## src/rtl/ecfm_pkg.sv

```systemverilog
// Shared constants of the encoder counting fault monitor
package ecfm_pkg;
	// ------------------------------------------------------------
	// Timing
	// ------------------------------------------------------------
	localparam int CLK_NS = 10;
	localparam int WIN_NS = 1000000;
	localparam int WIN_CYC = (WIN_NS + CLK_NS - 1) / CLK_NS;
	localparam int SOFTSTART_MS = 3000;
	localparam int RPM_WIN_DIV = 60000;
	// ------------------------------------------------------------
	// Register offsets
	// ------------------------------------------------------------
	localparam logic [7:0] OFS_CTRL = 8'h00;
	localparam logic [7:0] OFS_ENC_CFG = 8'h04;
	localparam logic [7:0] OFS_MAX_SPEED = 8'h08;
	localparam logic [7:0] OFS_FOLLOW_THR = 8'h0C;
	localparam logic [7:0] OFS_STATUS = 8'h10;
	localparam logic [7:0] OFS_PWR_CAUSE = 8'h14;
	localparam logic [7:0] OFS_IRQ_STAT = 8'h18;
	localparam logic [7:0] OFS_IRQ_MASK = 8'h1C;
	localparam logic [7:0] OFS_POSITION = 8'h20;
	// ------------------------------------------------------------
	// Fields
	// ------------------------------------------------------------
	localparam int CTRL_FAULT_RST = 0;
	localparam int CTRL_HALL = 1;
	localparam int CTRL_SINCOS = 2;
	localparam int CTRL_SPEED_MODE = 3;
	localparam int CTRL_HV = 4;
	localparam int CFG_RES_LSB = 0;
	localparam int CFG_PITCH_LSB = 16;
	localparam logic [3:0] PITCH_OFF = 4'h0;
	localparam logic [3:0] PITCH_SINGLE = 4'hF;
	localparam logic [4:0] CTRL_RST_VAL = 5'h00;
	localparam logic [15:0] RES_RST_VAL = 16'h0000;
	localparam logic [3:0] PITCH_RST_VAL = 4'h0;
	localparam logic [15:0] SPEED_RST_VAL = 16'h0000;
	localparam logic [15:0] THR_RST_VAL = 16'hFFFF;
	// Power stage cause bits
	localparam int PS_OVERVOLT = 0;
	localparam int PS_OVERTEMP = 5;
	localparam int PS_W = 9;
	// Status / interrupt bits
	localparam int ST_COUNT = 0;
	localparam int ST_FREQ = 1;
	localparam int ST_FEEDBACK = 2;
	localparam int ST_POWER = 3;
	localparam int ST_FOLLOW = 4;
	localparam int ST_SUPPLY = 5;
	localparam int ST_PHASE_OK = 6;
	localparam int EV_W = 6;
endpackage

```

## src/rtl/ecfm_freq.sv

```systemverilog
// Encoder pulse rate monitor against a computed maximum
`timescale 1ns/1ns
module ecfm_freq
	import ecfm_pkg::*;
#(
	parameter int WIN = WIN_CYC
) (
	input wire logic clk,
	input wire logic rst_n,
	input wire logic step,
	input wire logic [15:0] resolution,
	input wire logic [15:0] max_speed,
	output logic win_tick,
	output logic over_rate
);
	logic [31:0] win_q;
	logic [31:0] cnt_q;
	logic [31:0] max_q;
	logic [31:0] lim_q;
	logic [31:0] prod;

	assign prod = resolution * max_speed;
	assign win_tick = (win_q == 32'(WIN - 1));
	// Reaching 1.5 x max within one window
	assign over_rate = (cnt_q + {31'h0, step}) >= lim_q && lim_q != 32'h0;

	// Max count per window follows settings every clock
	always_ff @(posedge clk) begin
		if (!rst_n) begin
			max_q <= 32'h0000_0000;
			lim_q <= 32'h0000_0000;
		end else begin
			max_q <= (prod + 32'(RPM_WIN_DIV - 1)) / 32'(RPM_WIN_DIV);
			lim_q <= max_q + (max_q >> 1);
		end
	end

	always_ff @(posedge clk) begin
		if (!rst_n) begin
			win_q <= 32'h0000_0000;
			cnt_q <= 32'h0000_0000;
		end else if (win_tick) begin
			win_q <= 32'h0000_0000;
			cnt_q <= 32'h0000_0000;
		end else begin
			win_q <= win_q + 32'h0000_0001;
			cnt_q <= cnt_q + {31'h0, step};
		end
	end
endmodule // ecfm_freq

```

## src/rtl/ecfm_quad.sv

```systemverilog
// Quadrature decoder with x4 edge counting and position register
`timescale 1ns/1ns
module ecfm_quad
	import ecfm_pkg::*;
(
	input wire logic clk,
	input wire logic rst_n,
	input wire logic enc_a,
	input wire logic enc_b,
	output logic step,
	output logic dir_up,
	output logic [31:0] position
);
	logic [1:0] ab_q;
	logic [1:0] ab_d;
	logic [31:0] pos_q;

	assign ab_d = {enc_a, enc_b};
	// Gray step forward: 00-01-11-10; a double jump is ignored
	assign step = (ab_d != ab_q) && ((ab_d ^ ab_q) != 2'h3);
	assign dir_up = (ab_q[1] ^ ab_d[0]);
	assign position = pos_q;

	always_ff @(posedge clk) begin
		if (!rst_n) begin
			ab_q <= 2'h0;
		end else begin
			ab_q <= ab_d;
		end
	end

	always_ff @(posedge clk) begin
		if (!rst_n) begin
			pos_q <= 32'h0000_0000;
		end else if (step) begin
			pos_q <= dir_up ? pos_q + 32'h0000_0001 : pos_q - 32'h0000_0001;
		end
	end
endmodule // ecfm_quad

```

## src/rtl/ecfm_top.sv

```systemverilog
// Encoder counting, power stage, supply and following error supervision
//
// The implementer's own choices: the register addresses and the APB register port.
`timescale 1ns/1ns
// Operation
// RL1 - Counting enabled: edges between markers must equal resolution times pitch.
// RL2 - Sin/cos encoders use the reference signal as the marker.
// RL3 - Pitch zero disables marker channel and counting check.
// RL4 - Pitch fifteen: position at every marker must match previous capture.
// RL5 - Counting disabled: fault when pulse rate reaches 1.5 times maximum.
// RL6 - Maximum encoder rate recomputed from resolution and maximum speed.
// RL7 - Without hall sensors, counting fault invalidates commutation phase.
// RL8 - Without hall sensors, feedback fault invalidates commutation phase.
// RL9 - Supply low while aux on without power; clears after soft start.
// RL10 - Power stage fault is OR of all power stage causes.
// RL11 - Individual power stage cause readable over the register bus.
// RL12 - Speed mode: following fault when speed error exceeds threshold.
// RL13 - Counting, feedback, power faults latch until explicit fault reset.
module ecfm_top
	import ecfm_pkg::*;
#(
	parameter int WIN = WIN_CYC,
	parameter int SOFT_MS = SOFTSTART_MS
) (
	input wire logic clk,
	input wire logic rst_n,
	input wire logic psel,
	input wire logic penable,
	input wire logic pwrite,
	input wire logic [7:0] paddr,
	input wire logic [31:0] pwdata,
	output logic [31:0] prdata,
	output logic pready,
	output logic pslverr,
	input wire logic enc_a,
	input wire logic enc_b,
	input wire logic enc_z,
	input wire logic enc_r,
	input wire logic feedback_loss,
	input wire logic [PS_W-1:0] pwr_src,
	input wire logic aux_on,
	input wire logic bus_present,
	input wire logic signed [15:0] speed_err,
	input wire logic phasing_done,
	output logic supply_low_fault,
	output logic fault_out,
	output logic phase_valid,
	output logic enable_ok,
	output logic irq
);
	// ------------------------------------------------------------
	// Registers and nets
	// ------------------------------------------------------------
	logic [4:0] ctrl_q;
	logic [15:0] res_q;
	logic [3:0] pitch_q;
	logic [15:0] speed_q;
	logic [15:0] thr_q;
	logic [EV_W-1:0] irq_stat_q;
	logic [EV_W-1:0] irq_mask_q;
	logic [31:0] prdata_q;
	logic wr_en;
	logic rd_setup;
	logic addr_ok;
	logic fault_rst;
	logic step;
	logic dir_up;
	logic [31:0] position;
	logic win_tick;
	logic over_rate;
	logic mark_sel;
	logic mark_q;
	logic mark_ev;
	logic armed_q;
	logic [31:0] edge_cnt_q;
	logic [31:0] cap_pos_q;
	logic [19:0] expected;
	logic count_err;
	logic count_flt_q;
	logic freq_flt_q;
	logic fb_flt_q;
	logic [PS_W-1:0] ps_cause_q;
	logic [PS_W-1:0] ps_live;
	logic ps_any;
	logic follow_flt_q;
	logic [15:0] err_abs;
	logic supply_low_q;
	logic [15:0] soft_q;
	logic phase_ok_q;
	logic [EV_W-1:0] ev;
	logic [EV_W-1:0] lat_prev_q;
	logic [EV_W-1:0] lat_now;
	logic [31:0] status_word;

	// ------------------------------------------------------------
	// Submodules
	// ------------------------------------------------------------
	ecfm_quad u_quad (
		.clk(clk),
		.rst_n(rst_n),
		.enc_a(enc_a),
		.enc_b(enc_b),
		.step(step),
		.dir_up(dir_up),
		.position(position)
	);

	// RL6 rate from settings
	ecfm_freq #(
		.WIN(WIN)
	) u_freq (
		.clk(clk),
		.rst_n(rst_n),
		.step(step),
		.resolution(res_q),
		.max_speed(speed_q),
		.win_tick(win_tick),
		.over_rate(over_rate)
	);

	// ------------------------------------------------------------
	// APB slave
	// ------------------------------------------------------------
	assign wr_en = psel && penable && pwrite;
	assign rd_setup = psel && !penable && !pwrite;
	assign pready = 1'b1;
	assign prdata = prdata_q;
	assign fault_rst = wr_en && addr_ok && paddr == OFS_CTRL && pwdata[CTRL_FAULT_RST];

	always_comb begin
		unique case (paddr)
			OFS_CTRL, OFS_ENC_CFG, OFS_MAX_SPEED, OFS_FOLLOW_THR, OFS_STATUS,
			OFS_PWR_CAUSE, OFS_IRQ_STAT, OFS_IRQ_MASK, OFS_POSITION: addr_ok = 1'b1;
			default: addr_ok = 1'b0;
		endcase
	end
	// Unmapped addresses answer with an error
	assign pslverr = psel && penable && !addr_ok;

	always_ff @(posedge clk) begin
		if (!rst_n) begin
			ctrl_q <= CTRL_RST_VAL;
			res_q <= RES_RST_VAL;
			pitch_q <= PITCH_RST_VAL;
			speed_q <= SPEED_RST_VAL;
			thr_q <= THR_RST_VAL;
			irq_mask_q <= '0;
		end else if (wr_en) begin
			unique case (paddr)
				OFS_CTRL: ctrl_q <= {pwdata[4:1], 1'b0};
				OFS_ENC_CFG: begin
					res_q <= pwdata[CFG_RES_LSB +: 16];
					pitch_q <= pwdata[CFG_PITCH_LSB +: 4];
				end
				OFS_MAX_SPEED: speed_q <= pwdata[15:0];
				OFS_FOLLOW_THR: thr_q <= pwdata[15:0];
				OFS_IRQ_MASK: irq_mask_q <= pwdata[EV_W-1:0];
				default: ;
			endcase
		end
	end

	assign status_word = {25'h0, phase_ok_q, supply_low_q, follow_flt_q, ps_any,
		fb_flt_q, freq_flt_q, count_flt_q};

	// Read data captured in setup, stable through access
	always_ff @(posedge clk) begin
		if (!rst_n) begin
			prdata_q <= 32'h0000_0000;
		end else if (rd_setup) begin
			unique case (paddr)
				OFS_CTRL: prdata_q <= {27'h0, ctrl_q};
				OFS_ENC_CFG: prdata_q <= {12'h0, pitch_q, res_q};
				OFS_MAX_SPEED: prdata_q <= {16'h0, speed_q};
				OFS_FOLLOW_THR: prdata_q <= {16'h0, thr_q};
				OFS_STATUS: prdata_q <= status_word;
				// RL11 cause readback
				OFS_PWR_CAUSE: prdata_q <= {23'h0, ps_cause_q};
				OFS_IRQ_STAT: prdata_q <= {26'h0, irq_stat_q};
				OFS_IRQ_MASK: prdata_q <= {26'h0, irq_mask_q};
				OFS_POSITION: prdata_q <= position;
				default: prdata_q <= 32'h0000_0000;
			endcase
		end
	end

	// ------------------------------------------------------------
	// Marker counting check
	// ------------------------------------------------------------
	// RL2 reference as marker
	assign mark_sel = ctrl_q[CTRL_SINCOS] ? enc_r : enc_z;
	assign mark_ev = mark_sel && !mark_q;
	assign expected = res_q * {16'h0, pitch_q};

	// RL1 count mismatch
	always_comb begin
		count_err = 1'b0;
		if (mark_ev && armed_q && pitch_q != PITCH_OFF) begin
			if (pitch_q == PITCH_SINGLE) begin
				// RL4 drift on single marker
				count_err = (position != cap_pos_q);
			end else begin
				count_err = (edge_cnt_q != {12'h0, expected});
			end
		end
	end

	always_ff @(posedge clk) begin
		if (!rst_n) begin
			mark_q <= 1'b0;
		end else begin
			mark_q <= mark_sel;
		end
	end

	// First marker only arms; count is unsigned edge total
	always_ff @(posedge clk) begin
		if (!rst_n) begin
			armed_q <= 1'b0;
			edge_cnt_q <= 32'h0000_0000;
			cap_pos_q <= 32'h0000_0000;
		end else if (pitch_q == PITCH_OFF) begin
			// RL3 marker channel off
			armed_q <= 1'b0;
			edge_cnt_q <= 32'h0000_0000;
		end else if (mark_ev) begin
			armed_q <= 1'b1;
			edge_cnt_q <= {31'h0, step};
			cap_pos_q <= position;
		end else if (step && edge_cnt_q != 32'hFFFF_FFFF) begin
			edge_cnt_q <= edge_cnt_q + 32'h0000_0001;
		end
	end

	// ------------------------------------------------------------
	// Latched faults
	// ------------------------------------------------------------
	// RL13 latch until reset
	always_ff @(posedge clk) begin
		if (!rst_n) begin
			count_flt_q <= 1'b0;
		end else if (count_err) begin
			count_flt_q <= 1'b1;
		end else if (fault_rst) begin
			count_flt_q <= 1'b0;
		end
	end

	// RL5 rate check when counting is off
	always_ff @(posedge clk) begin
		if (!rst_n) begin
			freq_flt_q <= 1'b0;
		end else if (pitch_q == PITCH_OFF && over_rate) begin
			freq_flt_q <= 1'b1;
		end else if (fault_rst) begin
			freq_flt_q <= 1'b0;
		end
	end

	// RL13 feedback latched
	always_ff @(posedge clk) begin
		if (!rst_n) begin
			fb_flt_q <= 1'b0;
		end else if (feedback_loss) begin
			fb_flt_q <= 1'b1;
		end else if (fault_rst) begin
			fb_flt_q <= 1'b0;
		end
	end

	// Overtemperature source exists only on the high-voltage variant
	assign ps_live = pwr_src & ~(PS_W'(!ctrl_q[CTRL_HV]) << PS_OVERTEMP);

	// RL13 causes held until reset
	always_ff @(posedge clk) begin
		if (!rst_n) begin
			ps_cause_q <= '0;
		end else if (fault_rst) begin
			ps_cause_q <= ps_live;
		end else begin
			ps_cause_q <= ps_cause_q | ps_live;
		end
	end
	// RL10 grouped stage fault
	assign ps_any = |ps_cause_q;

	// RL12 speed following error
	assign err_abs = speed_err[15] ? 16'(-speed_err) : speed_err;

	always_ff @(posedge clk) begin
		if (!rst_n) begin
			follow_flt_q <= 1'b0;
		end else if (ctrl_q[CTRL_SPEED_MODE] && err_abs > thr_q) begin
			follow_flt_q <= 1'b1;
		end else if (fault_rst) begin
			follow_flt_q <= 1'b0;
		end
	end

	// ------------------------------------------------------------
	// Supply low, not latched
	// ------------------------------------------------------------
	// RL9 soft start delay
	always_ff @(posedge clk) begin
		if (!rst_n) begin
			supply_low_q <= 1'b1;
			soft_q <= 16'h0000;
		end else if (aux_on && !bus_present) begin
			supply_low_q <= 1'b1;
			soft_q <= 16'h0000;
		end else if (soft_q == 16'(SOFT_MS)) begin
			supply_low_q <= 1'b0;
		end else if (win_tick) begin
			soft_q <= soft_q + 16'h0001;
		end
	end
	assign supply_low_fault = supply_low_q;

	// ------------------------------------------------------------
	// Commutation phase validity
	// ------------------------------------------------------------
	// Raising fault wins over a same-cycle phasing completion
	always_ff @(posedge clk) begin
		if (!rst_n) begin
			phase_ok_q <= 1'b0;
		end else if (!ctrl_q[CTRL_HALL] && (count_err || feedback_loss)) begin
			// RL7 RL8 rephase needed
			phase_ok_q <= 1'b0;
		end else if (phasing_done || ctrl_q[CTRL_HALL]) begin
			phase_ok_q <= 1'b1;
		end
	end
	assign phase_valid = phase_ok_q;

	assign fault_out = count_flt_q | freq_flt_q | fb_flt_q | ps_any | follow_flt_q;
	// RL7 enable needs phasing
	assign enable_ok = phase_ok_q && !fault_out && !supply_low_q;

	// ------------------------------------------------------------
	// Interrupts
	// ------------------------------------------------------------
	assign lat_now = {supply_low_q, follow_flt_q, ps_any, fb_flt_q, freq_flt_q, count_flt_q};

	always_ff @(posedge clk) begin
		if (!rst_n) begin
			lat_prev_q <= '0;
		end else begin
			lat_prev_q <= lat_now;
		end
	end
	assign ev = lat_now & ~lat_prev_q;

	// Set wins over a same-cycle write-one clear
	always_ff @(posedge clk) begin
		if (!rst_n) begin
			irq_stat_q <= '0;
		end else if (wr_en && paddr == OFS_IRQ_STAT) begin
			irq_stat_q <= (irq_stat_q & ~pwdata[EV_W-1:0]) | ev;
		end else begin
			irq_stat_q <= irq_stat_q | ev;
		end
	end
	assign irq = |(irq_stat_q & irq_mask_q);
endmodule // ecfm_top

```

## config.mk

```make
export PLATFORM = sky130hd
export DESIGN_NAME = ecfm_top
export DESIGN_NICKNAME = d
export VERILOG_FILES = /design/src/rtl/ecfm_pkg.sv /design/src/rtl/ecfm_freq.sv /design/src/rtl/ecfm_quad.sv /design/src/rtl/ecfm_top.sv
export SDC_FILE = /design/constraint.sdc
export NUM_CORES = 2
export LEC_CHECK = 0
export ABC_AREA = 0
export BUFFER_PORTS_ARGS = -buffer_cell sky130_fd_sc_hd__buf_2
export CAP_MARGIN = 20
export CORE_ASPECT_RATIO = 0.7
export CORE_MARGIN = 4
export CORE_UTILIZATION = 50
export DETAILED_ROUTE_END_ITERATION = 8
export PLACE_DENSITY = 0.65
export SYNTH_ARGS = -nofsm -noshare
export SYNTH_HDL_FRONTEND = slang
export SYNTH_SLANG_ARGS = --single-unit
```

## constraint.sdc

```tcl
create_clock -name clk -period 41.9 [get_ports clk]
set_clock_uncertainty 0.1 [all_clocks]
set_input_delay 4.19 -clock clk [delete_from_list [all_inputs] [get_ports clk]]
set_output_delay 4.19 -clock clk [all_outputs]
set_load 0.02 [all_outputs]
```

==> metrics list <==
- Setup repair after global routing left no endpoint under its margin.
* Worst-case vdd ir drop: 0.0000262 V
- Non-filler instance count after layout: 5,572
* Total Neg Setup Slack: 0 ns
- Summed over all nets, the half-perimeter wirelength after detailed placement is approximately 77 mm.
- The routed layout has 32.9k vias.
- Number of antenna violations at the first check in global routing: 1
- RePlAce Congestion: around 0.93
- CTS Hold Bufs: 0
- Maximum number of pins on one net before global-route repair: 101
- Buffers inserted during clock tree synthesis total 34.
- Final-report hold violation count: 0
- Die Wd: 332 um
- CP max-delay cell: dfxtp_1
* I/O pins: roughly 120
* Number of vias per cell: around 5.9
* Post-layout minimum cycle time: 27.40 ns
* Drt initial violations: 2,868
- Relative max-transition margin: between 20% and 30%
- Across all hold checks on the routed design, the worst slack comes to 0.352 ns.
- Worst path max stage delay: 1.00 ns
- The total overflow left after global routing is 0.
- Min setup slack post-route: 14.50 ns
- Total setup violations reported at the end of the flow: 0
* Worst EP required: 42.26 ns
- Post-CTS repair changed the size of 0 cells.
- The analysis attributes to cell leakage a power of 16.3 nW.
- Number of search-and-repair iterations in the first detailed-routing pass: 5
- The design draws 0.778 mW.
- STA classifies the critical path startpoint as a register.
* CP arrival: 27.76 ns
- The placed instances occupy a cell area of roughly 38,000 um^2.
* Area of the die: 78,000 um^2
- # clock sinks: about 340
- Clock latency of the later-clocked register in the worst-skew pair: 0.53 ns
- Starting density of the core: 50.9%
* Placed instance count: 5,512
- In this run, distinct cell masters in the synthesized netlist total 157.
- The library cell used most frequently in the layout, excluding fill and tap cells, is nand2_1.
- In this run the post-CTS setup repair buffer count came out at 0.
- The floorplan step defined a core boundary enclosing 72,200 um^2.
- The worst hold path belongs to the class reg2reg.
* Maximum root-to-sink buffer count: 3
- Final number of max-transition violations: 0
- TritonCTS clock tree: done
* Number of standard-cell rows in the floorplan: between 80 and 90
* Post-Synthesis Cells: 4,628
- Synth warnings: 0
- Post-CTS clock slew at the launch and capture registers of the worst setup and hold paths: 0.06 ns
- Category of the most critical setup path: reg2reg
- Height of the chip: about 230 um
* Ys async rst share: 0%
- After detailed routing, the average wire length per cell comes to 18.2 um.
- Non-Filler Cell Area, Final: 38,800 um^2
* Post-placement worst setup slack: roughly 15 ns
* Area growth from synthesis to layout: 5.45%
* Max Cap Viol: 0
- Layout Nets: 5,114
- Timing would allow up to 0.0365 GHz.
- Fraction of the cycle the final worst path needs: 65.4%
- In the final layout, the share of cells above drive strength 1 is under 10%.
* Total of flip-flops plus latches after synthesis: between 300 and 400
- Number of flops mapped to enable cells by yosys: 0
- Post-synthesis net count: 5,159
- For this design the ratio of total power to cell area is 20.1 nW/um^2.
- In this run the tool buffered the top-level ports with approximately 100 buffer cells.
* Routed Antenna Nets: 0
- H-tree levels: 2
- Run status: finished clean
- Highest-count cells in the layout ignoring fill and taps: 615 x nand2_1, 343 x inv_1, 341 x a21oi_1
* Antenna diodes: 0
* Most common cell type on the critical path: a21oi_2
- Sequential elements use 18.3% of the synthesized area.
- The first global-routing pass estimated 167 mm of wire.
- Maximum fanout along the worst path: 19
* GRT Util Overall: ~25%
- At the pin with the least slew margin, the transition time is 1.14 ns.
- For this run, the share of the core covered by cells in the final layout is 53.7%.
- Endpoint class of the critical path: register
- The number of global-route vias before repair came to between 30k and 40k.
* DRC Markers: 0
- The synthesized netlist occupies a cell area of 36,800 um^2.
* Wirelength, routed: 101 mm
- The most used flip-flop cell after synthesis is dfxtp_1.
- Clock Tree Root: clkbuf_16
- Averaged over all synthesized cells, the footprint is 7.95 um^2.
-- sequential cells by signal, summed over array words and instances (netlist names), 2 cells and up --
signal / cells
cap_pos_q: 32
u_quad.ab_q: 2
u_freq.lim_q: 18
prdata: 32
lat_prev_q: 6
u_quad.position: 32
u_freq.win_q: 32
ps_cause_q: 9
u_freq.max_q: 17
irq_mask_q: 6
ctrl_q: 4
pitch_q: 4
thr_q: 16
res_q: 16
speed_q: 16
soft_q: 16
irq_stat_q: 6
u_freq.cnt_q: 32
edge_cnt_q: 32
-- report_power, final --
group / total [mW] / internal [mW] / switching [mW]
combinational: 0.127 / 0.0556 / 0.0719
clock: 0.299 / 0.164 / 0.135
sequential: 0.351 / 0.332 / 0.0200
-- layer usage --
layer,global-route usage (%),vias to the layer above,routed length [um]
li1,-,16000,-
met1,40.5,15700,51100
met2,34.7,1177,39800
met3,4.70,116,8260
met4,5.39,0,2240
met5,0,-,0
-- logic make-up after synthesis --
logic type,after synthesis,share of synthesized area [%]
mux,76,2.25
simple gates,1788,23.9
buf+inv,567,6.49
compound gates,1052,20.2
other cells,1,0.0102
xor+xnor,350,8.62
flops,336,18.3
fa+ha+maj,458,20.3
-- synth_stat cells, drive strengths merged, types with 27 or more instances --
| master | number | area [um^2] |
|---|---|---|
| a211oi | 33 | 295 |
| a21o | 74 | 564 |
| a21oi | 356 | 1850 |
| a22oi | 32 | 250 |
| a31oi | 46 | 388 |
| and2 | 210 | 1320 |
| and3 | 48 | 308 |
| buf | 63 | 474 |
| clkbuf | 157 | 599 |
| dfxtp | 336 | 6730 |
| fa | 233 | 4660 |
| ha | 220 | 2750 |
| inv | 344 | 1290 |
| mux2 | 27 | 308 |
| mux2i | 49 | 519 |
| nand2 | 617 | 2320 |
| nand3 | 158 | 818 |
| nand4 | 63 | 394 |
| nor2 | 345 | 1320 |
| nor2b | 53 | 339 |
| nor3 | 84 | 452 |
| nor4 | 60 | 382 |
| o211ai | 45 | 372 |
| o21ai | 140 | 734 |
| o21bai | 42 | 323 |
| o22ai | 35 | 238 |
| or3 | 39 | 254 |
| xnor2 | 200 | 1790 |
| xor2 | 148 | 1330 |
-- final cells by class --
cell class                      count  area (um^2)
Clock buffer                       45          922
Timing Repair Buffer              141          808
Fill cell                        6976        33400
Inverter                          345         1300
Tap cell                          966         1210
Sequential cell                   336         6730
Clock inverter                     14          136
Multi-Input combinational cell   3725        27700
-- path summary, 6_finish.rpt --
check | from | to | slack, ns | depth (start not counted)
setup / recovery | speed_q[10] | u_freq.max_q[0] | 14.50 | 76
hold reg to reg | prdata[20] | prdata[20] | 0.35 | 2
hold / removal | prdata[20] | prdata[20] | 0.35 | 2
setup reg to reg | speed_q[10] | u_freq.max_q[0] | 14.50 | 76
-- worst max-delay path: cells and delay by family, from the launching register on --
family / cells / cell delay [ns]
buf+inv: 5 / 0.29
fa+ha+maj: 7 / 3.71
flops: 1 / 1.00
simple gates: 18 / 5.89
mux: 5 / 1.97
xor+xnor: 2 / 0.90
compound gates: 39 / 13.42
(Power assumes the default switching activity.)
